===== config.mk =====
export PLATFORM = sky130hd
export DESIGN_NAME = pio_ports
export DESIGN_NICKNAME = d
export VERILOG_FILES = /design/src/pkg/pio_pkg.sv /design/src/core/pio_ports.sv
export SDC_FILE = /design/constraint.sdc
export NUM_CORES = 1
export LEC_CHECK = 0
export BUFFER_PORTS_ARGS = -buffer_cell sky130_fd_sc_hd__buf_2
export CELL_PAD_IN_SITES_DETAIL_PLACEMENT = 1
export CELL_PAD_IN_SITES_GLOBAL_PLACEMENT = 1
export CORE_ASPECT_RATIO = 0.8
export CORE_MARGIN = 4
export CORE_UTILIZATION = 40
export CTS_BUF_LIST = sky130_fd_sc_hd__clkbuf_4 sky130_fd_sc_hd__clkbuf_8 sky130_fd_sc_hd__clkbuf_16
export DETAILED_ROUTE_END_ITERATION = 12
export GPL_TIMING_DRIVEN = 0
export PLACE_DENSITY = 0.89
export SLEW_MARGIN = 20
export SYNTH_ARGS = -nofsm -noshare
export SYNTH_HDL_FRONTEND = slang
export SYNTH_SLANG_ARGS = --single-unit

===== constraint.sdc =====
create_clock -name clock -period 2.97 [get_ports clock]
set_input_delay 0.297 -clock clock [delete_from_list [all_inputs] [get_ports clock]]
set_output_delay 0.297 -clock clock [all_outputs]
set_load 0.005 [all_outputs]

===== src/pkg/pio_pkg.sv =====
// Register indices, field positions and reset values of the parallel ports
package pio_pkg;
    // ------------------------------------------------------------------
    // Register indices (byte address is four times the index)
    // ------------------------------------------------------------------
    localparam logic [5:0] IDX_PORT0_LATCH  = 6'h00;
    localparam logic [5:0] IDX_PORT1_LATCH  = 6'h01;
    localparam logic [5:0] IDX_PORT2_LATCH  = 6'h02;
    localparam logic [5:0] IDX_PORT3_LATCH  = 6'h03;
    localparam logic [5:0] IDX_PORT4_LATCH  = 6'h04;
    localparam logic [5:0] IDX_PORT0_PIN    = 6'h08;
    localparam logic [5:0] IDX_PORT2_PIN    = 6'h0a;
    localparam logic [5:0] IDX_PORT1_DIR    = 6'h0d;
    localparam logic [5:0] IDX_PORT3_DIR    = 6'h0e;
    localparam logic [5:0] IDX_PORT4_DIR    = 6'h0f;
    localparam logic [5:0] IDX_CONV_CTRL1   = 6'h1c;
    localparam logic [5:0] IDX_EXT_IRQ_CTRL = 6'h37;
    // ------------------------------------------------------------------
    // Port widths
    // ------------------------------------------------------------------
    localparam int P0_W = 8;
    localparam int P1_W = 6;
    localparam int P2_W = 3;
    localparam int P3_W = 8;
    localparam int P4_W = 8;
    // ------------------------------------------------------------------
    // Field positions
    // ------------------------------------------------------------------
    localparam int IRQ0_SEL_BIT    = 6;
    localparam int AIN_DISABLE_BIT = 4;
    localparam int CHAN_SEL_LSB    = 0;
    localparam int CHAN_SEL_W      = 3;
    localparam int XTAL_IN_BIT     = 1;
    localparam int XTAL_OUT_BIT    = 2;
    // ------------------------------------------------------------------
    // Reset values
    // ------------------------------------------------------------------
    localparam logic [7:0] RST_PORT0_LATCH = 8'hff;
    localparam logic [5:0] RST_PORT1_LATCH = 6'h00;
    localparam logic [2:0] RST_PORT2_LATCH = 3'h7;
    localparam logic [7:0] RST_PORT3_LATCH = 8'h00;
    localparam logic [7:0] RST_PORT4_LATCH = 8'h00;
    localparam logic [7:0] RST_DIR         = 8'h00;
    localparam logic [7:0] RST_CONV_CTRL1  = 8'h10;
    localparam logic [7:0] RST_EXT_IRQ     = 8'h00;
endpackage : pio_pkg


===== src/core/pio_ports.sv =====
// Five parallel I/O ports with APB register access
`timescale 1ns/10ps
module pio_ports #(
    parameter int ADDR_W = 8
) (
    input  wire logic                       clock,
    input  wire logic                       rst_n,
    input  wire logic                       psel,
    input  wire logic                       penable,
    input  wire logic                       pwrite,
    input  wire logic [ADDR_W-1:0]          paddr,
    input  wire logic [31:0]                pwdata,
    output logic      [31:0]                prdata,
    output logic                            pready,
    output logic                            pslverr,
    input  wire logic [pio_pkg::P0_W-1:0]   port0_pin_in,
    output logic      [pio_pkg::P0_W-1:0]   port0_pin_out,
    output logic      [pio_pkg::P0_W-1:0]   port0_pin_oe,
    input  wire logic [pio_pkg::P1_W-1:0]   port1_pin_in,
    output logic      [pio_pkg::P1_W-1:0]   port1_pin_out,
    output logic      [pio_pkg::P1_W-1:0]   port1_pin_oe,
    input  wire logic [pio_pkg::P2_W-1:0]   port2_pin_in,
    output logic      [pio_pkg::P2_W-1:0]   port2_pin_out,
    output logic      [pio_pkg::P2_W-1:0]   port2_pin_oe,
    input  wire logic [pio_pkg::P3_W-1:0]   port3_pin_in,
    output logic      [pio_pkg::P3_W-1:0]   port3_pin_out,
    output logic      [pio_pkg::P3_W-1:0]   port3_pin_oe,
    input  wire logic [pio_pkg::P4_W-1:0]   port4_pin_in,
    output logic      [pio_pkg::P4_W-1:0]   port4_pin_out,
    output logic      [pio_pkg::P4_W-1:0]   port4_pin_oe,
    input  wire logic                       dual_clock_mode,
    output logic                            ext_irq0_input,
    output logic                            ext_irq5_input,
    output logic                            low_freq_xtal_in,
    output logic      [pio_pkg::P3_W-1:0]   analog_pin_select
);
    import pio_pkg::*;

    // ------------------------------------------------------------------
    // Elaboration checks
    // ------------------------------------------------------------------
    if (ADDR_W < 8) begin : g_bad_addr
        $error("ADDR_W must be at least 8 to reach every register");
    end

    // ------------------------------------------------------------------
    // Helper functions
    // ------------------------------------------------------------------
    // Word index of an aligned address, all ones when misaligned or high
    function automatic logic [5:0] word_index(input logic [ADDR_W-1:0] a);
        logic [ADDR_W-1:0] upper;
        upper = a >> 8;
        if (a[1:0] != 2'b00 || upper != '0) begin
            return 6'h3f;
        end
        return a[7:2];
    endfunction : word_index

    // Per-bit read: pin for inputs, latch for outputs
    function automatic logic [7:0] mix_read(input logic [7:0] pin,
                                            input logic [7:0] latch,
                                            input logic [7:0] dir);
        return (pin & ~dir) | (latch & dir);
    endfunction : mix_read

    // ------------------------------------------------------------------
    // Register state
    // ------------------------------------------------------------------
    logic [P0_W-1:0] port0_out_latch_reg, port0_out_latch_next;
    logic [P1_W-1:0] port1_out_latch_reg, port1_out_latch_next;
    logic [P2_W-1:0] port2_out_latch_reg, port2_out_latch_next;
    logic [P3_W-1:0] port3_out_latch_reg, port3_out_latch_next;
    logic [P4_W-1:0] port4_out_latch_reg, port4_out_latch_next;
    logic [P1_W-1:0] port1_direction_reg, port1_direction_next;
    logic [P3_W-1:0] port3_direction_reg, port3_direction_next;
    logic [P4_W-1:0] port4_direction_reg, port4_direction_next;
    logic [7:0]      conv_ctrl_reg,       conv_ctrl_next;
    logic [7:0]      ext_irq_control_reg, ext_irq_control_next;
    logic [31:0]     prdata_reg,          prdata_next;

    logic [5:0]  idx;
    logic        setup_phase;
    logic        write_access;
    logic        mapped;
    logic        read_only;
    logic [7:0]  read_value;
    logic        analog_input_disable;
    logic [CHAN_SEL_W-1:0] analog_channel_select;
    logic        ext_irq0_pin_select;
    logic [7:0]  analog_onehot;
    logic [7:0]  p1_read;
    logic [7:0]  p3_read;
    logic [7:0]  p4_read;

    // ------------------------------------------------------------------
    // Decode
    // ------------------------------------------------------------------
    assign idx          = word_index(paddr);
    assign setup_phase  = psel && !penable;
    assign write_access = psel && penable && pwrite && mapped && !read_only;
    assign read_only    = (idx == IDX_PORT0_PIN) || (idx == IDX_PORT2_PIN);
    assign mapped = (idx == IDX_PORT0_LATCH) || (idx == IDX_PORT1_LATCH) ||
                    (idx == IDX_PORT2_LATCH) || (idx == IDX_PORT3_LATCH) ||
                    (idx == IDX_PORT4_LATCH) || (idx == IDX_PORT0_PIN)   ||
                    (idx == IDX_PORT2_PIN)   || (idx == IDX_PORT1_DIR)   ||
                    (idx == IDX_PORT3_DIR)   || (idx == IDX_PORT4_DIR)   ||
                    (idx == IDX_CONV_CTRL1)  || (idx == IDX_EXT_IRQ_CTRL);

    // Control fields
    assign analog_input_disable  = conv_ctrl_reg[AIN_DISABLE_BIT];
    assign analog_channel_select =
        conv_ctrl_reg[CHAN_SEL_LSB +: CHAN_SEL_W];
    assign ext_irq0_pin_select   = ext_irq_control_reg[IRQ0_SEL_BIT];
    assign analog_onehot = analog_input_disable ? 8'h00 :
                           (8'h01 << analog_channel_select);

    // APB answer: zero wait, error on unmapped or read-only write
    assign pready  = 1'b1;
    assign pslverr = psel && penable && (!mapped || (pwrite && read_only));
    assign prdata  = prdata_reg;

    // ------------------------------------------------------------------
    // Register writes, taken at the access edge
    // ------------------------------------------------------------------
    // Update in access phase
    always_comb begin
        port0_out_latch_next = port0_out_latch_reg;
        port1_out_latch_next = port1_out_latch_reg;
        port2_out_latch_next = port2_out_latch_reg;
        port3_out_latch_next = port3_out_latch_reg;
        port4_out_latch_next = port4_out_latch_reg;
        port1_direction_next = port1_direction_reg;
        port3_direction_next = port3_direction_reg;
        port4_direction_next = port4_direction_reg;
        conv_ctrl_next       = conv_ctrl_reg;
        ext_irq_control_next = ext_irq_control_reg;
        if (write_access) begin
            unique case (idx)
                IDX_PORT0_LATCH:  port0_out_latch_next = pwdata[P0_W-1:0];
                IDX_PORT1_LATCH:  port1_out_latch_next = pwdata[P1_W-1:0];
                IDX_PORT2_LATCH:  port2_out_latch_next = pwdata[P2_W-1:0];
                IDX_PORT3_LATCH:  port3_out_latch_next = pwdata[P3_W-1:0];
                IDX_PORT4_LATCH:  port4_out_latch_next = pwdata[P4_W-1:0];
                IDX_PORT1_DIR:    port1_direction_next = pwdata[P1_W-1:0];
                IDX_PORT3_DIR:    port3_direction_next = pwdata[P3_W-1:0];
                IDX_PORT4_DIR:    port4_direction_next = pwdata[P4_W-1:0];
                IDX_CONV_CTRL1:   conv_ctrl_next       = pwdata[7:0];
                IDX_EXT_IRQ_CTRL: ext_irq_control_next = pwdata[7:0];
                default: ;
            endcase
        end
    end

    always_ff @(posedge clock or negedge rst_n) begin
        if (!rst_n) begin
            port0_out_latch_reg <= RST_PORT0_LATCH;
            port1_out_latch_reg <= RST_PORT1_LATCH;
            port2_out_latch_reg <= RST_PORT2_LATCH;
            port3_out_latch_reg <= RST_PORT3_LATCH;
            port4_out_latch_reg <= RST_PORT4_LATCH;
            port1_direction_reg <= RST_DIR[P1_W-1:0];
            port3_direction_reg <= RST_DIR[P3_W-1:0];
            port4_direction_reg <= RST_DIR[P4_W-1:0];
            conv_ctrl_reg       <= RST_CONV_CTRL1;
            ext_irq_control_reg <= RST_EXT_IRQ;
        end else begin
            port0_out_latch_reg <= port0_out_latch_next;
            port1_out_latch_reg <= port1_out_latch_next;
            port2_out_latch_reg <= port2_out_latch_next;
            port3_out_latch_reg <= port3_out_latch_next;
            port4_out_latch_reg <= port4_out_latch_next;
            port1_direction_reg <= port1_direction_next;
            port3_direction_reg <= port3_direction_next;
            port4_direction_reg <= port4_direction_next;
            conv_ctrl_reg       <= conv_ctrl_next;
            ext_irq_control_reg <= ext_irq_control_next;
        end
    end

    // ------------------------------------------------------------------
    // Read path
    // ------------------------------------------------------------------
    // Pin or latch per direction
    assign p1_read = mix_read({2'b00, port1_pin_in},
                              {2'b00, port1_out_latch_reg},
                              {2'b00, port1_direction_reg});
    assign p4_read = mix_read(port4_pin_in, port4_out_latch_reg,
                              port4_direction_reg);
    assign p3_read = mix_read(port3_pin_in, port3_out_latch_reg,
                              port3_direction_reg) & ~analog_onehot;

    // Read selection; undefined bits read zero
    always_comb begin
        read_value = 8'h00;
        unique case (idx)
            IDX_PORT0_LATCH:  read_value = port0_out_latch_reg;
            IDX_PORT1_LATCH:  read_value = p1_read;
            IDX_PORT2_LATCH:  read_value = {5'h00, port2_out_latch_reg};
            IDX_PORT3_LATCH:  read_value = p3_read;
            IDX_PORT4_LATCH:  read_value = p4_read;
            IDX_PORT0_PIN:    read_value = port0_pin_in;
            IDX_PORT2_PIN:    read_value = {5'h00, port2_pin_in};
            IDX_PORT1_DIR:    read_value = {2'b00, port1_direction_reg};
            IDX_PORT3_DIR:    read_value = port3_direction_reg;
            IDX_PORT4_DIR:    read_value = port4_direction_reg;
            IDX_CONV_CTRL1:   read_value = conv_ctrl_reg;
            IDX_EXT_IRQ_CTRL: read_value = ext_irq_control_reg;
            default:          read_value = 8'h00;
        endcase
    end

    // Pins sampled at the setup edge, held through access
    always_comb begin
        prdata_next = prdata_reg;
        if (setup_phase && !pwrite) begin
            prdata_next = {24'h000000, read_value};
        end
    end

    // Read data holding register
    always_ff @(posedge clock or negedge rst_n) begin
        if (!rst_n) begin
            prdata_reg <= 32'h00000000;
        end else begin
            prdata_reg <= prdata_next;
        end
    end

    // ------------------------------------------------------------------
    // Pin drivers
    // ------------------------------------------------------------------
    // Port 0: a zero latch pulls low; bit 0 freed for irq
    assign port0_pin_out = '0;
    assign port0_pin_oe  = ~port0_out_latch_reg &
                           {{(P0_W-1){1'b1}}, !ext_irq0_pin_select};
    // Port 1 drives its latch where direction is 1
    assign port1_pin_out = port1_out_latch_reg;
    assign port1_pin_oe  = port1_direction_reg;
    // Port 2 open drain; crystal bits released in dual-clock mode
    assign port2_pin_out = '0;
    assign port2_pin_oe  = ~port2_out_latch_reg &
                           {!dual_clock_mode, !dual_clock_mode, 1'b1};
    // Port 3 analog pin never driven
    assign port3_pin_out = port3_out_latch_reg;
    assign port3_pin_oe  = port3_direction_reg & ~analog_onehot;
    assign port4_pin_out = port4_out_latch_reg;
    assign port4_pin_oe  = port4_direction_reg;

    // Secondary-function taps
    // Interrupt 0 sees the pin only when selected
    assign ext_irq0_input    = ext_irq0_pin_select ? port0_pin_in[0] : 1'b1;
    // Pin level, so its own driven falls reach the irq edge logic
    assign ext_irq5_input    = port2_pin_in[0];
    assign low_freq_xtal_in  = dual_clock_mode & port2_pin_in[XTAL_IN_BIT];
    assign analog_pin_select = analog_onehot;

    // Setup-phase read qualifier for assertion use
    logic rd_setup;
    assign rd_setup = setup_phase && !pwrite;
endmodule : pio_ports


# --- Yosys cells after proc, flatten, opt, wreduce, memory -nomap -nowiden ---
# Index checks and enable logic that the tools add are counted.
classes:
  mux: 6
  n_shift: 1
  n_eq_ne: 11
  n_reduce_logical: 39
  bitwise_logic: 20
ops:
  columns: ["operator", "n"]
  rows:
  - ["one-hot mux 8 bit (12 select lines)", 1]
  - ["bitwise AND 8 bit", 7]
  - ["inverter 8 bit", 4]
  - ["== test 6 x 4 -> 1 bit, second input constant", 5]
  - ["AND reduction 2 bit", 10]
  - ["OR 8 bit", 2]
  - ["logical OR 1 bit", 13]
  - ["== test 6 x 2 -> 1 bit, second input constant", 2]
  - ["two-way mux 6 bit", 2]
  - ["bitwise AND 6 x 8 -> 8 bit", 1]
  - ["logical AND 1 bit", 8]
  - ["two-way mux 8 bit", 1]
  - ["inverter 6 -> 8 bit", 1]
  - ["OR 8 x 6 -> 8 bit", 1]
  - ["left shift 1 x 3 -> 8 bit, first input constant", 1]
  - ["bitwise AND 6 bit", 1]
  - ["== test 6 x 1 -> 1 bit, second input constant", 1]
  - ["== test 6 x 3 -> 1 bit, second input constant", 1]
  - ["== test 6 x 5 -> 1 bit, second input constant", 1]
  - ["== test 6 bit, second input constant", 1]
  - ["zero test 1 bit", 6]
  - ["zero test 6 bit", 1]
  - ["bitwise AND 3 bit", 1]
  - ["inverter 3 bit", 1]
  - ["3 further kinds", 4]
totals:
  ff_bits: 79
  output_inout_bits: 111

# --- Depth between registers and ports, before layout ---
logic_depth:
  ltp_word: 18
  mapped_depth: 8
  mapped_depth_nobuf: 5

# --- Worst setup path before layout ---
# No wires, ideal clock.
synth_path:
  path_kind: "input port to flip-flop"
  from: "input port paddr[0]"
  to: "register port1_out_latch_reg[0], in the netlist port1_pin_out[0]"
  arrival_time_ns: 2.150
  slack_ns: 0.695
  required_ns: 2.845
  path_stages: 7
  cell_sequence: "buf_2 -> or4_4 -> buf_6 -> o31ai_4 -> nor2_1 -> nand2_1 -> mux2_2"
synth_between:
  elab_chain_len: 18
  word_cells_on_any_way: 31
synth_rtl:
  columns: ["item", "line", "rtl"]
  rows:
  - ["start: declaration", "pio_ports.sv:11", "input wire logic [ADDR_W-1:0] paddr,"]
  - ["nonzero test 2 bit *", "pio_ports.sv:53", "if (a[1:0] != 2'b00 || upper != '0) begin"]
  - ["two-way mux 1 bit *", "pio_ports.sv:53", null]
  - ["two-way mux 6 bit *", "pio_ports.sv:56", "return a[7:2];"]
  - ["== test 6 x 1 -> 1 bit / zero test 6 bit (equally long branches)", "pio_ports.sv:102, pio_ports.sv:138", null]
  - ["logical OR 1 bit (2 in a row)", "pio_ports.sv:102", "assign mapped = (idx == IDX_PORT0_LATCH) || (idx == IDX_PORT1_LATCH) ||"]
  - ["logical OR 1 bit (2 in a row)", "pio_ports.sv:103", "(idx == IDX_PORT2_LATCH) || (idx == IDX_PORT3_LATCH) ||"]
  - ["logical OR 1 bit (2 in a row)", "pio_ports.sv:104", "(idx == IDX_PORT4_LATCH) || (idx == IDX_PORT0_PIN) ||"]
  - ["logical OR 1 bit (2 in a row)", "pio_ports.sv:105", "(idx == IDX_PORT2_PIN) || (idx == IDX_PORT1_DIR) ||"]
  - ["logical OR 1 bit (2 in a row)", "pio_ports.sv:106", "(idx == IDX_PORT3_DIR) || (idx == IDX_PORT4_DIR) ||"]
  - ["logical OR 1 bit", "pio_ports.sv:107", "(idx == IDX_CONV_CTRL1) || (idx == IDX_EXT_IRQ_CTRL);"]
  - ["logical AND 1 bit (2 in a row)", "pio_ports.sv:100", "assign write_access = psel && penable && pwrite && mapped && !read_only;"]
  - ["AND reduction 2 bit (no line) *", null, null]
  - ["end signal: assignment", "pio_ports.sv:168", "port1_out_latch_reg <= port1_out_latch_next;"]
  - ["end: declaration", "pio_ports.sv:70", "logic [P1_W-1:0] port1_out_latch_reg, port1_out_latch_next;"]
# Mark *: on every way between the ends. The rest lies on a longest branch, timed or not.
# A chain may end at the register's enable or synchronous reset.

# --- Worst setup path in the final report ---
layout_path:
  from: "input port paddr[5]"
  to: "register port4_out_latch_reg[1], in the netlist port4_pin_out[1]"
layout_between:
  elab_chain_len: 16
  word_cells_on_any_way: 29
layout_rtl:
  columns: ["item", "line", "rtl"]
  rows:
  - ["two-way mux 6 bit *", "pio_ports.sv:56", null]
  - ["== test 6 x 1 -> 1 bit / zero test 6 bit (equally long branches)", "pio_ports.sv:102", null]
  - ["logical OR 1 bit (2 in a row)", "pio_ports.sv:102", null]
  - ["logical OR 1 bit (2 in a row)", "pio_ports.sv:103", null]
  - ["logical OR 1 bit (2 in a row)", "pio_ports.sv:104", null]
  - ["logical OR 1 bit (2 in a row)", "pio_ports.sv:105", null]
  - ["logical OR 1 bit (2 in a row)", "pio_ports.sv:106", null]
  - ["logical OR 1 bit", "pio_ports.sv:107", null]
  - ["logical AND 1 bit (2 in a row)", "pio_ports.sv:100", null]
  - ["AND reduction 2 bit (no line) *", null, null]
  - ["end signal: assignment", "pio_ports.sv:171", "port4_out_latch_reg <= port4_out_latch_next;"]
  - ["end: declaration", "pio_ports.sv:73", "logic [P4_W-1:0] port4_out_latch_reg, port4_out_latch_next;"]
# Marked as above.

==> results list <==
- The flow ran to the end, and the final reports show no timing, DRC or antenna violations.
- Logic gate share of total power: 11.5%
* Share of flip-flops with an asynchronous set or reset: 100.0%
- 190 I/O pins were placed.
* Cell area after technology mapping: 0.004698 mm^2
* Standby leakage power: 2.927 nW
- Worst setup slack for register-to-register paths: 0.86 ns
- The routed layout has 4,223 vias.
- The initial utilization of the core area, before any placement, comes to 40.79%.
- Number of enable flip-flop cells after synthesis: 0
- The final count of pins violating max slew came to 0.
- Row Count: 35
- 0 antenna diodes ended up in the layout.
- Total of buffers placed on input and output ports: 123
* Residual DRC count: 0
- The worst setup path is launched from an input pin.
* Die H: 104.9 um
- Number of instances resized during post-cts repair: 0
- Global routing consumed, on the met1 layer, roughly a third of the routing resources.
* Cell-internal power: 0.001815 W
- Counting along the longest clock path gives a buffer depth of 2.
- Headroom to the max-slew limit came out at 35.84%.
* Number of stages on the worst hold path: 2
- The detail route stage leaves a number of antenna-violating nets equal to 0.
- Flip-flop cell with the highest count after synthesis: sky130_fd_sc_hd__dfrtp_1
* Maximum number of pins on one net before global-route repair: between 40 and 50
* 1st-pass router iterations: 5
- After layout, the design draws a total of 0.002423 W.
- Most used routing layer in global routing: met2
- In the final layout, the share of cells above drive strength 1 is between 40% and 50%.
* Period utilisation layout: 93.62%
- Each instance of the synthesized netlist takes up on average 11.00 um^2.
- Number of clock sinks: slightly below 80
* Path type of the worst setup path: input pin to flip-flop
- Share of the yosys chip area belonging to registers: between 40% and 50%
- Transition time at the pin with the least slew margin: 0.9551 ns
* Register-to-Register Path Depth: 6
- Total power divided by cell area: 405.6 mW/mm^2
- Max-cap violations: 0
- FMAX: 359.7 MHz
- Kind of path behind the tightest hold check: input pin to flip-flop
- The worst setup path is captured at a flip-flop.
- The clock reaches the later pin of the worst-skew pair after 0.34 ns.
- Core Footprint: 0.01152 mm^2
* Count of filler cells inserted in the layout: about 1,300
- The initial antenna violation count came to 0.
* Net count of the finished layout: 678
* Final number of hold-violating endpoints: 0
- Via count of the first global-routing pass: 4,473
- For this run, the number of Yosys warnings is 0.
* Number of library cell types mapped by synthesis: 60
- Per-cell routed wire length: 23.06 um
- Via count normalized by instance count: 5.616
- Registers are responsible for roughly 46% of the overall power.
* Final setup violating endpoints: 0
- Worst supply voltage drop on vdd: around 0.34 mV
- Across the routed clock network, the largest skew measured is 0.008694 ns.
- Part of the total power dissipated in the clock network: 42.9%
- Die X-Extent: roughly 130 um
* CP Data Required Time: roughly 3.2 ns
- The first routing iteration left 308 violations.
- Data arrives at the worst endpoint at roughly 3.0 ns.
* Largest driver fanout on the critical path: 10
- Layout overhead on the synthesized area: 27.16%
- Final instance area: approximately 0.0060 mm^2
* Final weighted congestion in routability-driven placement: 0.9373
* Die area: 0.01355 mm^2
- The root buffer cell chosen for the clock tree is sky130_fd_sc_hd__clkbuf_16.
- Detailed placer's ending HPWL: approximately 13 mm
- Post-DP Area: 0.005688 mm^2
- After detailed routing, the total wire length is 17.34 mm.
- Psw: 0.0006080 W
* Flop and latch count out of synthesis: 79
- The H-tree generated during clock tree synthesis spans 3 levels.
- In the global route stage, overall resource usage came out at 25.35%.
* CTS tree: done
- For met2 alone, demand over resource in global routing was 40.98%.
- Met3 demand-to-capacity share in global routing: 7.001%
- Wire length of the first global-routing pass: 25.99 mm
* Congestion Overflow GR: 0
- In the synthesized netlist, the number of instances is 427.
- Subtracting the final worst setup slack from the clock period gives 2.780 ns.
- Setup repair after global routing left no endpoint under its margin.
- CTS Buf Count: 9
* Clock Pin Slew Worst Setup and Hold Paths: 0.06 ns
- Net switching is approximately 25% of the power.
## Yosys cell counts, types with 4 or more instances
| cell type | count | share of area, % |
|---|---|---|
| sky130_fd_sc_hd__a21oi_1 | 11 | 1.2 |
| sky130_fd_sc_hd__a22oi_1 | 5 | 0.80 |
| sky130_fd_sc_hd__a32oi_1 | 9 | 1.7 |
| sky130_fd_sc_hd__and2_1 | 4 | 0.53 |
| sky130_fd_sc_hd__buf_1 | 6 | 0.48 |
| sky130_fd_sc_hd__buf_2 | 4 | 0.43 |
| sky130_fd_sc_hd__buf_4 | 37 | 5.9 |
| sky130_fd_sc_hd__clkbuf_1 | 8 | 0.64 |
| sky130_fd_sc_hd__dfrtp_1 | 67 | 36 |
| sky130_fd_sc_hd__dfstp_2 | 12 | 6.7 |
| sky130_fd_sc_hd__inv_1 | 10 | 0.80 |
| sky130_fd_sc_hd__mux2_2 | 70 | 17 |
| sky130_fd_sc_hd__mux2_4 | 8 | 2.6 |
| sky130_fd_sc_hd__mux2i_1 | 18 | 3.8 |
| sky130_fd_sc_hd__nand2_1 | 29 | 2.3 |
| sky130_fd_sc_hd__nand2b_1 | 5 | 0.67 |
| sky130_fd_sc_hd__nand3_1 | 6 | 0.64 |
| sky130_fd_sc_hd__nand4_1 | 5 | 0.67 |
| sky130_fd_sc_hd__nor2_1 | 13 | 1.0 |
| sky130_fd_sc_hd__nor2b_1 | 14 | 1.9 |
| sky130_fd_sc_hd__nor3_1 | 8 | 0.85 |
| sky130_fd_sc_hd__nor4_1 | 4 | 0.53 |
| sky130_fd_sc_hd__o21ai_0 | 9 | 0.96 |
| sky130_fd_sc_hd__o31ai_1 | 5 | 0.80 |
## cell type report
| class | instances | area, um^2 | share of cell area [%] |
|---|---|---|---|
| Sequential cell | 79 | 1992 | 33.34 |
| Clock buffer | 13 | 255.2 | 4.272 |
| Multi-Input combinational cell | 314 | 2431 | 40.69 |
| Tap cell | 148 | 185.2 | 3.099 |
| Inverter | 10 | 37.54 | 0.6283 |
| Buffer | 58 | 384.1 | 6.429 |
| Timing Repair Buffer | 127 | 668.1 | 11.18 |
| Clock inverter | 3 | 21.27 | 0.3560 |
## power groups by stage
| stage | clock, W | sequential [W] | combinational, W |
|---|---|---|---|
| after detailed placement | 0 | 0.00112 | 0.000271 |
| after floorplan | 0 | 0.00112 | 0.000140 |
| after CTS | 0.00105 | 0.00111 | 0.000274 |
| after global placement | 0 | 0.00112 | 0.000258 |
| final | 0.00104 | 0.00111 | 0.000278 |
| after global routing | 0.00110 | 0.00111 | 0.000301 |
## worst max-delay path, cell delays in order
cell and delay [ns]:
sky130_fd_sc_hd__buf_2 0.12, sky130_fd_sc_hd__buf_1 0.32, sky130_fd_sc_hd__nor4b_2 0.87, sky130_fd_sc_hd__nand2_1 0.35, sky130_fd_sc_hd__nor2_2 0.62, sky130_fd_sc_hd__mux2_2 0.41
## cell families (layout without fill, tap and decap cells)
logic type,count (synthesis),count (layout),share of synthesized area (%)
flops,79,79,42.40
other cells,2,36,0.1598
mux,97,97,23.65
xor+xnor,1,1,0.1865
compound gates,65,65,10.36
buf+inv,68,211,8.975
simple gates,115,115,14.27
## through the flow
step	worst slack (ns)	util, %	setup TNS [ns]	hold WS [ns]	std cells
2_1_floorplan	0.6954	-	0	0.001409	461
5_1_grt	0.1275	51.87	0	0.3034	752
3_3_place_gp	-0.6427	48.85	-10.24	0.4904	732
4_1_cts	0.2568	51.87	0	0.2875	752
6_report	0.1895	51.87	0	0.2936	752
3_5_place_dp	-0.06897	49.39	-0.4831	0.2938	735
## final timing paths
check	start	endpoint
max	paddr[5]	port4_pin_out[1]$_DFFE_PN0P_
min in group asynchronous	rst_n	port4_pin_out[5]$_DFFE_PN0P_
max in group asynchronous	rst_n	port0_out_latch_reg[6]$_DFFE_PN1P_
min reg2reg	conv_ctrl_reg[7]$_DFFE_PN0P_	conv_ctrl_reg[7]$_DFFE_PN0P_
max reg2reg	conv_ctrl_reg[1]$_DFFE_PN0P_	prdata[2]$_DFFE_PN0P_
min	pwdata[7]	ext_irq_control_reg[7]$_DFFE_PN0P_
## metal layers
metal  up-vias  share of wire [%]
met5         -                  0
met4         0                2.8
met3        34                9.5
met2       255                 47
met1      2082                 41
li1       1852                  -
## cell usage in the layout, fill, tap and decap left out, types with 6 or more instances in the layout
cell type,instances
sky130_fd_sc_hd__nor3_1,8
sky130_fd_sc_hd__buf_4,39
sky130_fd_sc_hd__mux2_2,70
sky130_fd_sc_hd__nand3_1,6
sky130_fd_sc_hd__nor2b_1,14
sky130_fd_sc_hd__buf_2,127
sky130_fd_sc_hd__a32oi_1,9
sky130_fd_sc_hd__clkbuf_16,9
sky130_fd_sc_hd__mux2_4,8
sky130_fd_sc_hd__dfrtp_1,67
sky130_fd_sc_hd__o21ai_0,9
sky130_fd_sc_hd__dfstp_2,12
sky130_fd_sc_hd__nand2_1,29
sky130_fd_sc_hd__mux2i_1,18
sky130_fd_sc_hd__inv_1,10
sky130_fd_sc_hd__nor2_1,13
sky130_fd_sc_hd__a21oi_1,11
sky130_fd_sc_hd__clkbuf_1,8
sky130_fd_sc_hd__buf_1,6
sky130_fd_sc_hd__conb_1,36
## what timing repair did
action | 4_1_cts | 5_1_grt
setup buffers | 0 | 0
hold buffers | 1 | 0
endpoints found under the hold margin | 27 | 0
Note: power is estimated with default switching activity, not from simulation.
